**config.mk**
```make
export PLATFORM = sky130hd
export DESIGN_NAME = tsd_trace_status_tag_decoder
export DESIGN_NICKNAME = d
export VERILOG_FILES = /design/src/tsd_pkg.sv /design/src/tsd_trace_status_tag_decoder.sv
export SDC_FILE = /design/constraint.sdc
export NUM_CORES = 1
export LEC_CHECK = 0
export BUFFER_PORTS_ARGS = -buffer_cell sky130_fd_sc_hd__buf_2
export CORE_MARGIN = 2
export CORE_UTILIZATION = 50
export DETAILED_ROUTE_END_ITERATION = 6
export GPL_TIMING_DRIVEN = 1
export PLACE_DENSITY = 0.77
export SYNTH_ARGS = -nofsm -noshare
export SYNTH_HDL_FRONTEND = slang
export SYNTH_SLANG_ARGS = --single-unit
export TNS_END_PERCENT = 10
```
**constraint.sdc**
```tcl
create_clock -name sys_clk -period 2.53 [get_ports sys_clk]
set_input_delay 0.253 -clock sys_clk [delete_from_list [all_inputs] [get_ports sys_clk]]
set_output_delay 0.253 -clock sys_clk [all_outputs]
set_load 0.1 [all_outputs]
```
**src/tsd_pkg.sv**
```systemverilog
package tsd_pkg;
  // ******************************
  // Processor state codes
  // ******************************
  localparam logic [2:0] ST_HALT = 3'h0;
  localparam logic [2:0] ST_LTI = 3'h2;
  localparam logic [2:0] ST_IRET = 3'h4;
  localparam logic [2:0] ST_TRAP = 3'h5;
  localparam logic [2:0] ST_JUMP = 3'h6;
  localparam logic [2:0] ST_RUN = 3'h7;
  // ******************************
  // Access option codes
  // ******************************
  localparam logic [2:0] OPT_BYTE = 3'h1;
  localparam logic [2:0] OPT_HALF = 3'h2;
  localparam logic [2:0] OPT_CACHE = 3'h5;
  // ******************************
  // Register map (byte addresses)
  // ******************************
  localparam logic [11:0] ADDR_CTRL = 12'h000;
  localparam logic [11:0] ADDR_STATUS = 12'h004;
  localparam logic [11:0] ADDR_LAST_TAGS = 12'h008;
  localparam logic [11:0] ADDR_TRIG_TAGS = 12'h00C;
  localparam logic [11:0] ADDR_TRIG_MASK = 12'h010;
  localparam logic [11:0] ADDR_TRIG_VAL = 12'h014;
  localparam logic [11:0] ADDR_COUNT = 12'h018;
  localparam logic [31:0] CTRL_RESET = 32'h00000000;
  localparam int CTRL_STATUS_MODE_BIT = 0;
  localparam int CTRL_ARM_BIT = 1;
  localparam int TAG_W = 19;
  localparam logic [18:0] TAG_ZERO = 19'h00000;

  typedef struct packed {
    logic cacheCtl;
    logic halfAccess;
    logic byteAccess;
    logic pipelinedDataTag;
    logic coprocAcceptTag;
    logic dataBurstAckTag;
    logic dataBurstReqTag;
    logic instrBurstAckTag;
    logic instrBurstReqTag;
    logic [3:0] irqTag;
    logic jumpFetchTag;
    logic irqReturnTag;
    logic trapTag;
    logic loadTestTag;
    logic haltTag;
    logic runningStateTag;
  } tsd_tags_s;
endpackage

```
**src/tsd_trace_status_tag_decoder.sv**
```systemverilog
// Notes on behaviour
// - Tag state codes run, halt, load-test
// - Tag state codes trap, return, jump fetch
// - Tag each low interrupt request, status mode
// - Tag low instruction burst request, status mode
// - Tag low instruction burst acknowledge, status mode
// - Tag low data burst request, status mode
// - Tag low data burst acknowledge, status mode
// - Tag low coprocessor accept, status mode
// - Tag low pipelined data, status mode
// - Trigger state is stored as number zero
module tsd_trace_status_tag_decoder
  import tsd_pkg::*;
#(
  parameter int COUNT_W = 16
) (
  input wire logic sys_clk, // Clock
  input wire logic nrst, // Sync reset, low
  input wire logic captureStrobe, // One captured state present
  input wire logic [2:0] cpu_state_code, // Processor state field
  input wire logic [2:0] access_option_code, // Access option field
  input wire logic [3:0] irqN, // Interrupt requests, low
  input wire logic instr_burst_req_n, // Instruction burst request
  input wire logic instr_burst_ack_n, // Instruction burst ack
  input wire logic data_burst_req_n, // Data burst request
  input wire logic data_burst_ack_n, // Data burst ack
  input wire logic coprocAcceptN, // Coprocessor data accept
  input wire logic pipelined_data_n, // Pipelined data access
  input wire logic psel, // APB select
  input wire logic penable, // APB enable
  input wire logic pwrite, // APB write
  input wire logic [11:0] paddr, // APB address
  input wire logic [31:0] pwdata, // APB write data
  output logic [31:0] prdata, // APB read data
  output logic pready, // APB ready
  output logic pslverr, // APB error
  output tsd_tags_s tagOut, // Tags of last state
  output logic tagValid, // Tag strobe
  output logic [COUNT_W-1:0] stateNum, // State number of tagOut
  output logic triggered // Trigger seen
);
  if (COUNT_W < 1 || COUNT_W > 32) begin : g_countWidthCheck
    $error("COUNT_W out of range");
  end

  // ******************************
  // Input synchronisers
  // ******************************
  localparam int IN_W = 1 + 3 + 3 + 4 + 6;
  logic [IN_W-1:0] sync1Reg, sync1Next, sync2Reg, sync2Next;
  logic strobe;
  logic [2:0] stateCode, optCode;
  logic [3:0] irqSync;
  logic ibReqN, ibAckN, dbReqN, dbAckN, cdaN, pipeDataN;

  always_comb begin
    // Pins are asynchronous to sys_clk, so two flops first
    sync1Next = {captureStrobe, cpu_state_code, access_option_code, irqN, instr_burst_req_n,
      instr_burst_ack_n, data_burst_req_n, data_burst_ack_n, coprocAcceptN, pipelined_data_n};
    sync2Next = sync1Reg;
  end

  always_ff @(posedge sys_clk) begin
    if (!nrst) begin
      sync1Reg <= {1'b0, 16'hFFFF};
      sync2Reg <= {1'b0, 16'hFFFF};
    end else begin
      sync1Reg <= sync1Next;
      sync2Reg <= sync2Next;
    end
  end

  assign {strobe, stateCode, optCode, irqSync, ibReqN, ibAckN, dbReqN, dbAckN, cdaN, pipeDataN} = sync2Reg;

  // ******************************
  // Tag decode
  // ******************************
  function automatic tsd_tags_s decodeTags(input logic [2:0] st, input logic [2:0] opt,
                                           input logic statusMode, input logic [3:0] irq,
                                           input logic [5:0] lines);
    tsd_tags_s t;
    t = '0;
    t.runningStateTag = (st == ST_RUN);
    t.haltTag = (st == ST_HALT);
    t.loadTestTag = (st == ST_LTI);
    t.trapTag = (st == ST_TRAP);
    t.irqReturnTag = (st == ST_IRET);
    t.jumpFetchTag = (st == ST_JUMP);
    t.irqTag = statusMode ? ~irq : 4'h0;
    t.instrBurstReqTag = statusMode & ~lines[5];
    t.instrBurstAckTag = statusMode & ~lines[4];
    t.dataBurstReqTag = statusMode & ~lines[3];
    t.dataBurstAckTag = statusMode & ~lines[2];
    t.coprocAcceptTag = statusMode & ~lines[1];
    t.pipelinedDataTag = statusMode & ~lines[0];
    t.byteAccess = (opt == OPT_BYTE);
    t.halfAccess = (opt == OPT_HALF);
    t.cacheCtl = (opt == OPT_CACHE);
    return t;
  endfunction

  // ******************************
  // Registers and trace state
  // ******************************
  logic [31:0] ctrlReg, ctrlNext;
  logic [TAG_W-1:0] trigMaskReg, trigMaskNext, trigValReg, trigValNext;
  tsd_tags_s tagReg, tagNext, trigTagReg, trigTagNext;
  logic tagValidReg, tagValidNext, trigReg, trigNext;
  logic [COUNT_W-1:0] numReg, numNext;
  logic [31:0] rdataReg, rdataNext;
  logic readyReg, readyNext, errReg, errNext;
  tsd_tags_s curTags;
  logic statusMode, armed, hit, setup, accessPhase;

  assign statusMode = ctrlReg[CTRL_STATUS_MODE_BIT];
  assign armed = ctrlReg[CTRL_ARM_BIT];
  assign curTags = decodeTags(stateCode, optCode, statusMode, irqSync,
    {ibReqN, ibAckN, dbReqN, dbAckN, cdaN, pipeDataN});
  // Mask of zero matches every state
  assign hit = ((curTags ^ trigValReg) & trigMaskReg) == TAG_ZERO;
  assign setup = psel && !penable;
  assign accessPhase = psel && penable && readyReg;

  always_comb begin
    tagNext = tagReg;
    tagValidNext = 1'b0;
    trigNext = trigReg;
    trigTagNext = trigTagReg;
    numNext = numReg;
    if (strobe) begin
      tagNext = curTags;
      tagValidNext = 1'b1;
      if (armed && !trigReg && hit) begin
        trigNext = 1'b1;
        trigTagNext = curTags;
        numNext = '0;
      end else if (trigReg) begin
        // Counter saturates rather than wrapping back to zero
        numNext = (numReg == {COUNT_W{1'b1}}) ? numReg : numReg + 1'b1;
      end
    end
    if (!armed) begin
      trigNext = 1'b0;
    end
  end

  always_comb begin
    ctrlNext = ctrlReg;
    trigMaskNext = trigMaskReg;
    trigValNext = trigValReg;
    rdataNext = rdataReg;
    readyNext = 1'b0;
    errNext = 1'b0;
    // No wait state: answer in the cycle after setup
    if (setup) begin
      readyNext = 1'b1;
      unique case (paddr)
        ADDR_CTRL: rdataNext = ctrlReg;
        ADDR_STATUS: rdataNext = {30'h00000000, trigReg, armed};
        ADDR_LAST_TAGS: rdataNext = {13'h0000, tagReg};
        ADDR_TRIG_TAGS: rdataNext = {13'h0000, trigTagReg};
        ADDR_TRIG_MASK: rdataNext = {13'h0000, trigMaskReg};
        ADDR_TRIG_VAL: rdataNext = {13'h0000, trigValReg};
        ADDR_COUNT: rdataNext = 32'(numReg);
        default: begin
          rdataNext = 32'h00000000;
          errNext = 1'b1;
        end
      endcase
      if (pwrite) begin
        rdataNext = 32'h00000000;
      end
    end
    // Writes land at the edge where the master samples pready high
    if (accessPhase && pwrite) begin
      unique case (paddr)
        ADDR_CTRL: ctrlNext = {30'h00000000, pwdata[1:0]};
        ADDR_TRIG_MASK: trigMaskNext = pwdata[TAG_W-1:0];
        ADDR_TRIG_VAL: trigValNext = pwdata[TAG_W-1:0];
        default: begin
        end
      endcase
    end
  end

  always_ff @(posedge sys_clk) begin
    if (!nrst) begin
      ctrlReg <= CTRL_RESET;
      trigMaskReg <= TAG_ZERO;
      trigValReg <= TAG_ZERO;
      tagReg <= '0;
      trigTagReg <= '0;
      tagValidReg <= 1'b0;
      trigReg <= 1'b0;
      numReg <= '0;
      rdataReg <= 32'h00000000;
      readyReg <= 1'b0;
      errReg <= 1'b0;
    end else begin
      ctrlReg <= ctrlNext;
      trigMaskReg <= trigMaskNext;
      trigValReg <= trigValNext;
      tagReg <= tagNext;
      trigTagReg <= trigTagNext;
      tagValidReg <= tagValidNext;
      trigReg <= trigNext;
      numReg <= numNext;
      rdataReg <= rdataNext;
      readyReg <= readyNext;
      errReg <= errNext;
    end
  end

  assign tagOut = tagReg;
  assign tagValid = tagValidReg;
  assign stateNum = numReg;
  assign triggered = trigReg;
  assign prdata = rdataReg;
  assign pready = readyReg;
  assign pslverr = errReg;
endmodule

```
==> impl_metrics.py, run 1 <==
metrics = {
    "setup_path": {
        "setup.worst_path.class": "register to register",
        "critical_path.endpoint_type": "register",
        "worstRegToRegCells": 9,
        "critical_path_arrival_ns": 2.70,
        "worst-endpoint-required_ns": 2.84,
        "startpoint_type": "register",
        "reg2reg_setup_slack_ns": 0.14,
        "crit_fanout": 6,
    },
    "synthesis": {
        "total_of_warnings_raised_by_yosys": 0,
        "synth_flop_type": "dfxtp_1",
        "syn-mean-instance-area_um2": 9.82,
        "netlist_top_cells_area": "dfxtp_1 (48%), mux2i_1 (13%), nor2_1 (5.6%)",
        "synthDominantCellAreaShare_pct": 48.0,
        "synthArstFlopShare_pct": 0,
        "cell_area_after_synthesis_um2": 6290,
        "synth_seq_cells": 151,
        "synth_top_cell_by_area": "dfxtp_1",
        "synth_edf_count": 0,
        "ys_types": 57,
        "synth-seq-area-share_pct": 48.0,
        "number_of_standard_cells_after_synthesis": 641,
    },
    "grt": {
        "grt_overflow_total": 0,
        "initial_antenna_violation_count": 0,
        "grt_usage_pct": 26.8,
        "number_of_global_route_vias_before_repair": 5397,
        "pin_count_of_the_biggest_net_entering_global_routing": 88,
        "grt_first_pass_wirelength_um": 27200,
    },
    "detailed_routing": {
        "vias": 5480,
        "first_pass_iters": 7,
        "avgRoutedWirePerCell_um": 18.0,
        "postRouteWirelength_um": 17200,
        "remaining_drc_errors": 0,
        "first_iter_violations": 491,
        "drt.antenna.violating_nets": 0,
        "viasPerCell": 5.74,
    },
    "layout": {
        "design.final.nets": 841,
        "ant_cells": 0,
        "drive_gt1_share_pct": 25.8,
        "synthToLayoutAreaGrowth_pct": 25.3,
        "layout.cells.most_common": "dfxtp_1",
        "layout.cells.most_common_list": "dfxtp_1 (136), buf_2 (110), nor2_1 (94), mux2i_1 (79), nand2b_1 (37)",
    },
    "run": {
        "drv.max_cap_violation_count": 0,
    },
    "worst_hold_path": {
        "min-delay-path-class": "input pin to register",
        "timing.hold.worst_path_depth": 2,
    },
    "floorplanning": {
        "start_util_pct": 51.7,
        "num_rows": 40,
        "die_span_x_um": 116,
        "io_pins": 137,
        "full_die_area_um2": 13500,
        "die-height_um": 116,
        "fp.coreArea_um2": 12200,
    },
    "clock_tree": {
        "cts_inserted_buffers": 17,
        "cts_htree_levels": 4,
        "tritoncts_clock_tree": "yes",
        "clkTransAtPathRegs_ns": 0.06,
        "post_cts_buffers": 0,
        "clkLatencyLatePin_ns": 0.43,
        "cts-root-buf": "clkbuf_16",
        "cts.sink_count": 151,
        "cts_max_path_buffers": 2,
    },
    "sta": {
        "final.period_utilization_pct": 94.3,
        "rsz0062_at_grt": "false",
        "period_needed_ns": 2.39,
        "tightest_slew_ns": 1.12,
        "clock_skew_ns": 0.00663,
        "hold_viol": 0,
        "timing.fmax_mhz": 419,
        "setup_viol_count_final": 0,
        "slew_headroom_pct": 25.1,
        "final-max-slew-violation-count": 0,
        "hold_slack_ns": 0.0127,
    },
    "pwr": {
        "combinational_share_of_power_pct": 5.1,
        "net-switching-power_mw": 1.19,
        "cellInternalPower_mw": 4.18,
        "power_dens_cells_nw_per_um2": 681,
        "seq_power_share_pct": 45.0,
        "p_sw_share_pct": 22.2,
        "total_power_mw": 5.37,
        "clock_share_of_power_pct": 49.9,
        "vdd.ir_drop.worst_mv": 0.454,
        "power_leakage_nw": 3.34,
    },
    "place": {
        "total_half_perimeter_wirelength_after_legalization_and_detailed_placement_um": 11600,
        "place_congestion": 0.865,
        "port-buffer-count": 110,
    },
    "status": {
        "run_status": "finished, final reports clean",
    },
}
## area by class of cell
class	count	area, µm²
Sequential cell	151	3040
Clock inverter	11	170
Inverter	4	15.0
Timing Repair Buffer	151	912
Multi-Input combinational cell	449	3080
Tap cell	168	210
Clock buffer	21	460
Fill cell	954	4270
## per-layer routing
| layer | share of wire [%] | wire, µm | global-route usage (%) | vias to the layer above |
|---|---|---|---|---|
| met5 | 0 | 0 | 0 | - |
| met4 | 3.2 | 546 | 14.0 | 0 |
| met3 | 11 | 1840 | 8.10 | 49 |
| met2 | 46 | 7990 | 43.2 | 319 |
| met1 | 40 | 6820 | 32.4 | 2585 |
| li1 | - | - | - | 2527 |
## cells in the mapped netlist (all sizes together), types with 9 or more instances
master / instances
a21oi: 18
nand2b: 37
buf: 23
dfxtp: 151
clkbuf: 26
nor2b: 9
nand2: 21
a22oi: 20
a31oi: 10
nor3: 12
nor2: 94
a21o: 17
xor2: 19
mux2i: 79
nand3: 13
o21ai: 12
a222oi: 14
## final timing paths
check | from | endpoint
setup / recovery | sync2Reg[15] | stateNum[6]
hold / removal | instr_burst_req_n | sync1Reg[5]
setup reg to reg | sync2Reg[15] | stateNum[6]
hold reg to reg | sync1Reg[13] | sync2Reg[13]
## through the flow
step / setup TNS (ns) / setup slack [ns] / utilization (%) / instance area (µm²) / instances
global placement: 0 / 0.0700 / 58.7 / 7140 / 913
finish: 0 / 0.144 / 64.9 / 7890 / 955
global route: 0 / 0.0192 / 64.9 / 7890 / 955
detailed placement: -0.0264 / -0.0241 / 58.7 / 7140 / 913
CTS: 0 / 0.0712 / 64.7 / 7870 / 955
floorplan: 0 / 0.0228 / - / 6350 / 653
## state kept, by name (all words and copies together) (netlist names)
register	flops
ctrlReg	2
prdata	19
pready	1
pslverr	1
stateNum	16
sync1Reg	17
sync2Reg	17
tagOut	19
tagValid	1
trigMaskReg	19
trigTagReg	19
trigValReg	19
triggered	1
## power groups by stage
stage | combinational [mW] | clock (mW) | sequential (mW)
2_1_floorplan | 0.181 | 0 | 2.49
3_3_place_gp | 0.257 | 0 | 2.47
3_5_place_dp | 0.261 | 0 | 2.47
4_1_cts | 0.273 | 2.71 | 2.42
5_1_grt | 0.291 | 2.83 | 2.42
6_report | 0.275 | 2.68 | 2.42
## cell families after synthesis
group	count (synthesis)	synth area share, %
buffers and inverters	53	4.31
XOR/XNOR	20	2.78
multiplexers	80	12.9
AND/OR/NAND/NOR	223	18.3
other	1	0.0596
AO/OA/AOI/OAI	112	13.4
adder cells (fa/ha/maj)	1	0.199
flip-flops	151	48.0
## what timing repair did
item | CTS | global route
resized for setup | 1 | 6
pin swaps | 0 | 1
setup endpoints to repair | 3 | 24
hold buffers | 10 | 0
hold endpoints to repair | 10 | 0
## critical path, cell delays in order, from the launching register on
cell and delay, ns:
dfxtp_1 0.43, and3_1 0.27, xor2_1 0.09, a22oi_1 0.28, nand4_1 0.22, nor4_4 0.41
buf_4 0.18, buf_4 0.14, o221ai_1 0.10, o211a_1 0.17
(Power assumes the default switching activity.)
==> run 2: changes to the inputs <==
Clock period 2.53 ns to 3.1 ns, I/O delays scaled along.
==> run 2 against run 1 <==
Sequential share of layout area rose by 1.1 points. Clock skew up 0.0087 ns. Clock power shrank 23%. Cell count shrank 2.4%. Critical path type unchanged. Largest power group unchanged.
==> impl_metrics.py, run 2 (synthesis gave the netlist of run 1 again) <==
metrics = {
    "status": {
        "run_status": "finished, final reports clean",
    },
    "clock_tree": {
        "cts_htree_levels": 4,
        "tritoncts_clock_tree": "yes",
        "cts.sink_count": 151,
        "post_cts_buffers": 0,
        "cts_inserted_buffers": 17,
        "cts.repair.resized": 0,
        "clkLatencyLatePin_ns": 0.43,
        "clkTransAtPathRegs_ns": 0.06,
        "cts-root-buf": "clkbuf_16",
        "cts_max_path_buffers": 2,
        "number_of_hold_buffers_added_after_cts": 0,
    },
    "detailed_routing": {
        "first_iter_violations": 512,
        "vias": 5327,
        "drt.antenna.violating_nets": 0,
        "remaining_drc_errors": 0,
        "first_pass_iters": 6,
        "avgRoutedWirePerCell_um": 18.2,
        "postRouteWirelength_um": 17000,
        "viasPerCell": 5.72,
    },
    "setup_path": {
        "worst_path_largest_cell_delay_ns": 0.66,
        "cp.depth": 8,
        "critical_path.endpoint_type": "register",
        "crit_path_cell_trace": "nor2b_1 -> xor2_1 -> a221oi_2 -> nand4_1 -> nor4_4 -> buf_12 -> nand2b_1 -> a31oi_1",
        "cp_num_buf_inv": 1,
        "critical_path_arrival_ns": 3.09,
        "startpoint_type": "register",
        "worst-endpoint-required_ns": 3.39,
        "timing.critical_path.max_delay_family": "simple AND/OR/NAND/NOR gates",
        "setup.worst_path.class": "register to register",
        "crit_fanout": 18,
        "worstRegToRegCells": 8,
        "critPathSlowestCell": "dfxtp_1",
    },
    "floorplanning": {
        "die_span_x_um": 116,
        "fp.coreArea_um2": 12200,
        "die-height_um": 116,
        "num_rows": 40,
        "start_util_pct": 51.7,
        "full_die_area_um2": 13500,
        "io_pins": 137,
    },
    "grt": {
        "grt_usage_pct": 26.0,
        "grt_first_pass_wirelength_um": 26500,
        "number_of_global_route_vias_before_repair": 5146,
        "initial_antenna_violation_count": 0,
        "grt_overflow_total": 0,
        "pin_count_of_the_biggest_net_entering_global_routing": 49,
    },
    "sta": {
        "hold_viol": 0,
        "slew_headroom_pct": 51.5,
        "rsz0062_at_grt": "false",
        "period_needed_ns": 2.80,
        "tightest_slew_ns": 0.724,
        "totalNegativeSetupSlack_ns": 0,
        "clock_skew_ns": 0.0154,
        "setup_viol_count_final": 0,
        "timing.fmax_mhz": 357,
        "final-max-slew-violation-count": 0,
        "final.period_utilization_pct": 90.5,
    },
    "layout": {
        "final_design_area_no_fill_um2": 7610,
        "design.final.nets": 818,
        "synthToLayoutAreaGrowth_pct": 20.9,
        "layout.cells.most_common_list": "dfxtp_1 (151), buf_2 (110), nor2_1 (94), mux2i_1 (79), nand2b_1 (37)",
        "layout.cells.most_common": "dfxtp_1",
        "drive_gt1_share_pct": 22.6,
        "ant_cells": 0,
    },
    "run": {
        "drv.max_cap_violation_count": 0,
    },
    "pwr": {
        "vdd.ir_drop.worst_mv": 0.420,
        "power_dens_cells_nw_per_um2": 559,
        "power_leakage_nw": 3.20,
    },
    "place": {
        "place_congestion": 0.862,
        "total_half_perimeter_wirelength_after_legalization_and_detailed_placement_um": 11700,
        "port-buffer-count": 110,
        "postPlaceCellArea_um2": 7010,
    },
    "worst_hold_path": {
        "timing.hold.worst_path_depth": 2,
        "min-delay-path-class": "input pin to register",
    },
}
[run 2: cell types whose count changed in the layout (fill, tap and decap cells not counted), moves of 2 or more]
cell           change
dfxtp_1           +15
dfxtp_2           -14
buf_4             -11
dlygate4sd3_1     -10
bufinv_16          -2
clkbuf_8           +2
nor3b_1            +2
nor3b_2            -2
[run 2: per-stage QoR]
| step | util (%) | total power, mW | cells | hold slack (ns) | worst slack [ns] |
|---|---|---|---|---|---|
| 3_5_place_dp | 57.6 | 2.23 | 900 | 0.391 | 0.360 |
| 5_1_grt | 62.6 | 4.39 | 932 | 0.0591 | 0.149 |
| 2_1_floorplan | - | 2.18 | 653 | 0.386 | 0.348 |
| 6_report | 62.6 | 4.26 | 932 | 0.0618 | 0.296 |
| 3_3_place_gp | 57.6 | 2.23 | 900 | 0.390 | 0.470 |
| 4_1_cts | 62.6 | 4.28 | 932 | 0.0528 | 0.331 |
[run 2: layout make-up]
type | count | area [µm²]
Timing Repair Buffer | 128 | 698
Inverter | 4 | 15.0
Multi-Input combinational cell | 449 | 3060
Sequential cell | 151 | 3020
Clock inverter | 10 | 118
Fill cell | 1023 | 4550
Tap cell | 168 | 210
Clock buffer | 22 | 484
[run 2: worst paths after layout]
kind                                       startpoint      endpoint  slack [ns]
worst max register to register             ctrlReg[0]   stateNum[4]        0.30
worst min register to register            sync1Reg[5]   sync2Reg[5]        0.40
worst max-delay path                       ctrlReg[0]   stateNum[4]        0.30
worst min-delay path            access_option_code[1]  sync1Reg[11]        0.06
[run 2: where the power goes]
part	internal [mW]	switching, mW	total, mW
registers	1.96	0.0101	1.97
logic	0.0537	0.162	0.216
clock network	1.27	0.795	2.07
[run 2: metal layers]
| metal | part of all wire (%) | GRT usage [%] | up-vias |
|---|---|---|---|
| met2 | 47 | 41.6 | 273 |
| met3 | 8.0 | 6.23 | 36 |
| met5 | 0 | 0 | - |
| li1 | - | - | 2481 |
| met4 | 2.7 | 11.5 | 0 |
| met1 | 42 | 33.5 | 2537 |
==> run 3: changes to the inputs <==
Settings changed: HOLD_SLACK_MARGIN set to 0.08, PLACE_DENSITY 0.77 to 0.74.
==> run 3 against run 2 <==
The flow now finishes with violations (DRC). Sequential share of layout area is 0.73 points lower. First-iteration DRC count is 13% higher. Worst setup slack worse by 0.021 ns. Combinational power is 7% higher. Wire length is 0.45% lower. Critical path type unchanged. Non-clock buffer count is 18 higher. Largest cell class unchanged. Register-to-register slack worse by 0.02 ns. Cell count is 1.9% higher. Critical path depth stayed put. Global-route usage is 0.23 points lower.
==> impl_metrics.py, run 3 (synthesis gave the netlist of run 1 again) <==
metrics = {
    "status": {
        "run_status": "complete, but fails checks",
        "violated_checks": "DRC",
    },
    "clock_tree": {
        "cts.sink_count": 151,
        "cts.repair.resized": 0,
        "cts_max_path_buffers": 2,
        "clkLatencyLatePin_ns": 0.43,
        "number_of_hold_buffers_added_after_cts": 16,
        "tritoncts_clock_tree": "yes",
        "cts-root-buf": "clkbuf_16",
        "post_cts_buffers": 0,
        "clkTransAtPathRegs_ns": 0.06,
        "cts_inserted_buffers": 17,
        "cts_htree_levels": 4,
    },
    "place": {
        "detailedPlace.worstSlack_ns": 0.387,
        "place_congestion": 0.874,
        "postPlaceCellArea_um2": 7010,
        "total_half_perimeter_wirelength_after_legalization_and_detailed_placement_um": 11400,
        "port-buffer-count": 110,
    },
    "layout": {
        "layout.cells.most_common_list": "dfxtp_1 (151), buf_2 (110), nor2_1 (94), mux2i_1 (79), nand2b_1 (37)",
        "drive_gt1_share_pct": 22.4,
        "synthToLayoutAreaGrowth_pct": 23.2,
        "final_design_area_no_fill_um2": 7750,
        "layout.cells.most_common": "dfxtp_1",
        "ant_cells": 0,
        "design.final.nets": 836,
    },
    "sta": {
        "final-max-slew-violation-count": 0,
        "final.period_utilization_pct": 91.1,
        "rsz0062_at_grt": "false",
        "slew_headroom_pct": 50.1,
        "tightest_slew_ns": 0.745,
        "finalWorstSetupSlack_ns": 0.275,
        "period_needed_ns": 2.82,
        "hold_slack_ns": 0.102,
        "setup_viol_count_final": 0,
        "timing.fmax_mhz": 354,
        "clock_skew_ns": 0.00848,
        "totalNegativeSetupSlack_ns": 0,
        "hold_viol": 0,
    },
    "setup_path": {
        "critical_path.endpoint_type": "register",
        "crit_fanout": 16,
        "worst_path_largest_cell_delay_ns": 0.65,
        "startpoint_type": "register",
        "critical_path_arrival_ns": 3.12,
        "critPathSlowestCell": "dfxtp_1",
        "setup.worst_path.class": "register to register",
        "crit_path_cell_trace": "nor2b_1 -> xor2_1 -> a221oi_2 -> nand4_1 -> nor4_4 -> buf_4 -> nand2b_1 -> o211ai_1",
        "worst-endpoint-required_ns": 3.40,
    },
    "floorplanning": {
        "io_pins": 137,
        "num_rows": 40,
        "start_util_pct": 51.7,
        "full_die_area_um2": 13500,
        "die-height_um": 116,
        "fp.coreArea_um2": 12200,
        "die_span_x_um": 116,
    },
    "detailed_routing": {
        "vias": 5374,
        "first_iter_violations": 578,
        "avgRoutedWirePerCell_um": 17.8,
        "viasPerCell": 5.66,
        "drt.antenna.violating_nets": 0,
        "postRouteWirelength_um": 16900,
        "first_pass_iters": 7,
        "remaining_drc_errors": 1,
    },
    "pwr": {
        "vdd.ir_drop.worst_mv": 0.431,
        "power_dens_cells_nw_per_um2": 545,
        "power_leakage_nw": 3.27,
    },
    "worst_hold_path": {
        "min-delay-path-class": "input pin to register",
    },
    "grt": {
        "pin_count_of_the_biggest_net_entering_global_routing": 56,
        "initial_antenna_violation_count": 0,
        "grt_first_pass_wirelength_um": 26400,
        "number_of_global_route_vias_before_repair": 5184,
        "grt_overflow_total": 0,
        "grt_usage_pct": 25.7,
    },
    "run": {
        "drv.max_cap_violation_count": 0,
    },
}
[run 3: cell count changes in the layout (fill, tap and decap cells not counted), sizes merged]
cell / before / now
clkinvlp: 4 / 3
dlygate4sd3: 0 / 16
inv: 6 / 5
clkbuf: 22 / 20
clkinv: 2 / 6
buf: 128 / 130
[run 3: worst max-delay path, delay by kind of cell, from the launching register on]
kind            cells  cell delay (ns)
flops               1             0.65
compound gates      2             0.42
simple gates        4             1.16
xor+xnor            1             0.13
buf+inv             1             0.31
[run 3: where the power goes]
part | internal (mW) | switching (mW) | total [mW] | leakage (nW)
Clock | 1.22 | 0.800 | 2.02 | 0.282
Combinational | 0.0662 | 0.164 | 0.231 | 1.77
Sequential | 1.96 | 0.00975 | 1.97 | 1.22
Total | 3.25 | 0.974 | 4.23 | 3.27
[run 3: stage by stage]
| step | power (mW) | util [%] | instances |
|---|---|---|---|
| 6_report | 4.23 | 63.8 | 950 |
| 4_1_cts | 4.24 | 63.8 | 950 |
| 3_3_place_gp | 2.23 | 57.7 | 902 |
| 2_1_floorplan | 2.18 | - | 653 |
| 3_5_place_dp | 2.23 | 57.7 | 902 |
| 5_1_grt | 4.35 | 63.8 | 950 |
[run 3: routing by layer]
metal	wire, µm	track usage, %
met5	0	0
met4	276	11.4
met3	1450	6.07
met2	8080	41.9
met1	7120	32.7
[run 3: worst paths after layout]
| check | cells past startpoint | startpoint | slack (ns) | end |
|---|---|---|---|---|
| worst max-delay path | 8 | ctrlReg[0] | 0.28 | stateNum[2] |
| worst min-delay path | 2 | captureStrobe | 0.10 | sync1Reg[16] |
| worst max register to register | 8 | ctrlReg[0] | 0.28 | stateNum[2] |
| worst min register to register | 1 | sync1Reg[1] | 0.40 | sync2Reg[1] |
[run 3: area by class of cell]
class,count,area [µm²]
Clock buffer,20,457
Clock inverter,12,125
Fill cell,976,4410
Inverter,4,15.0
Multi-Input combinational cell,449,3060
Sequential cell,151,3020
Tap cell,168,210
Timing Repair Buffer,146,861
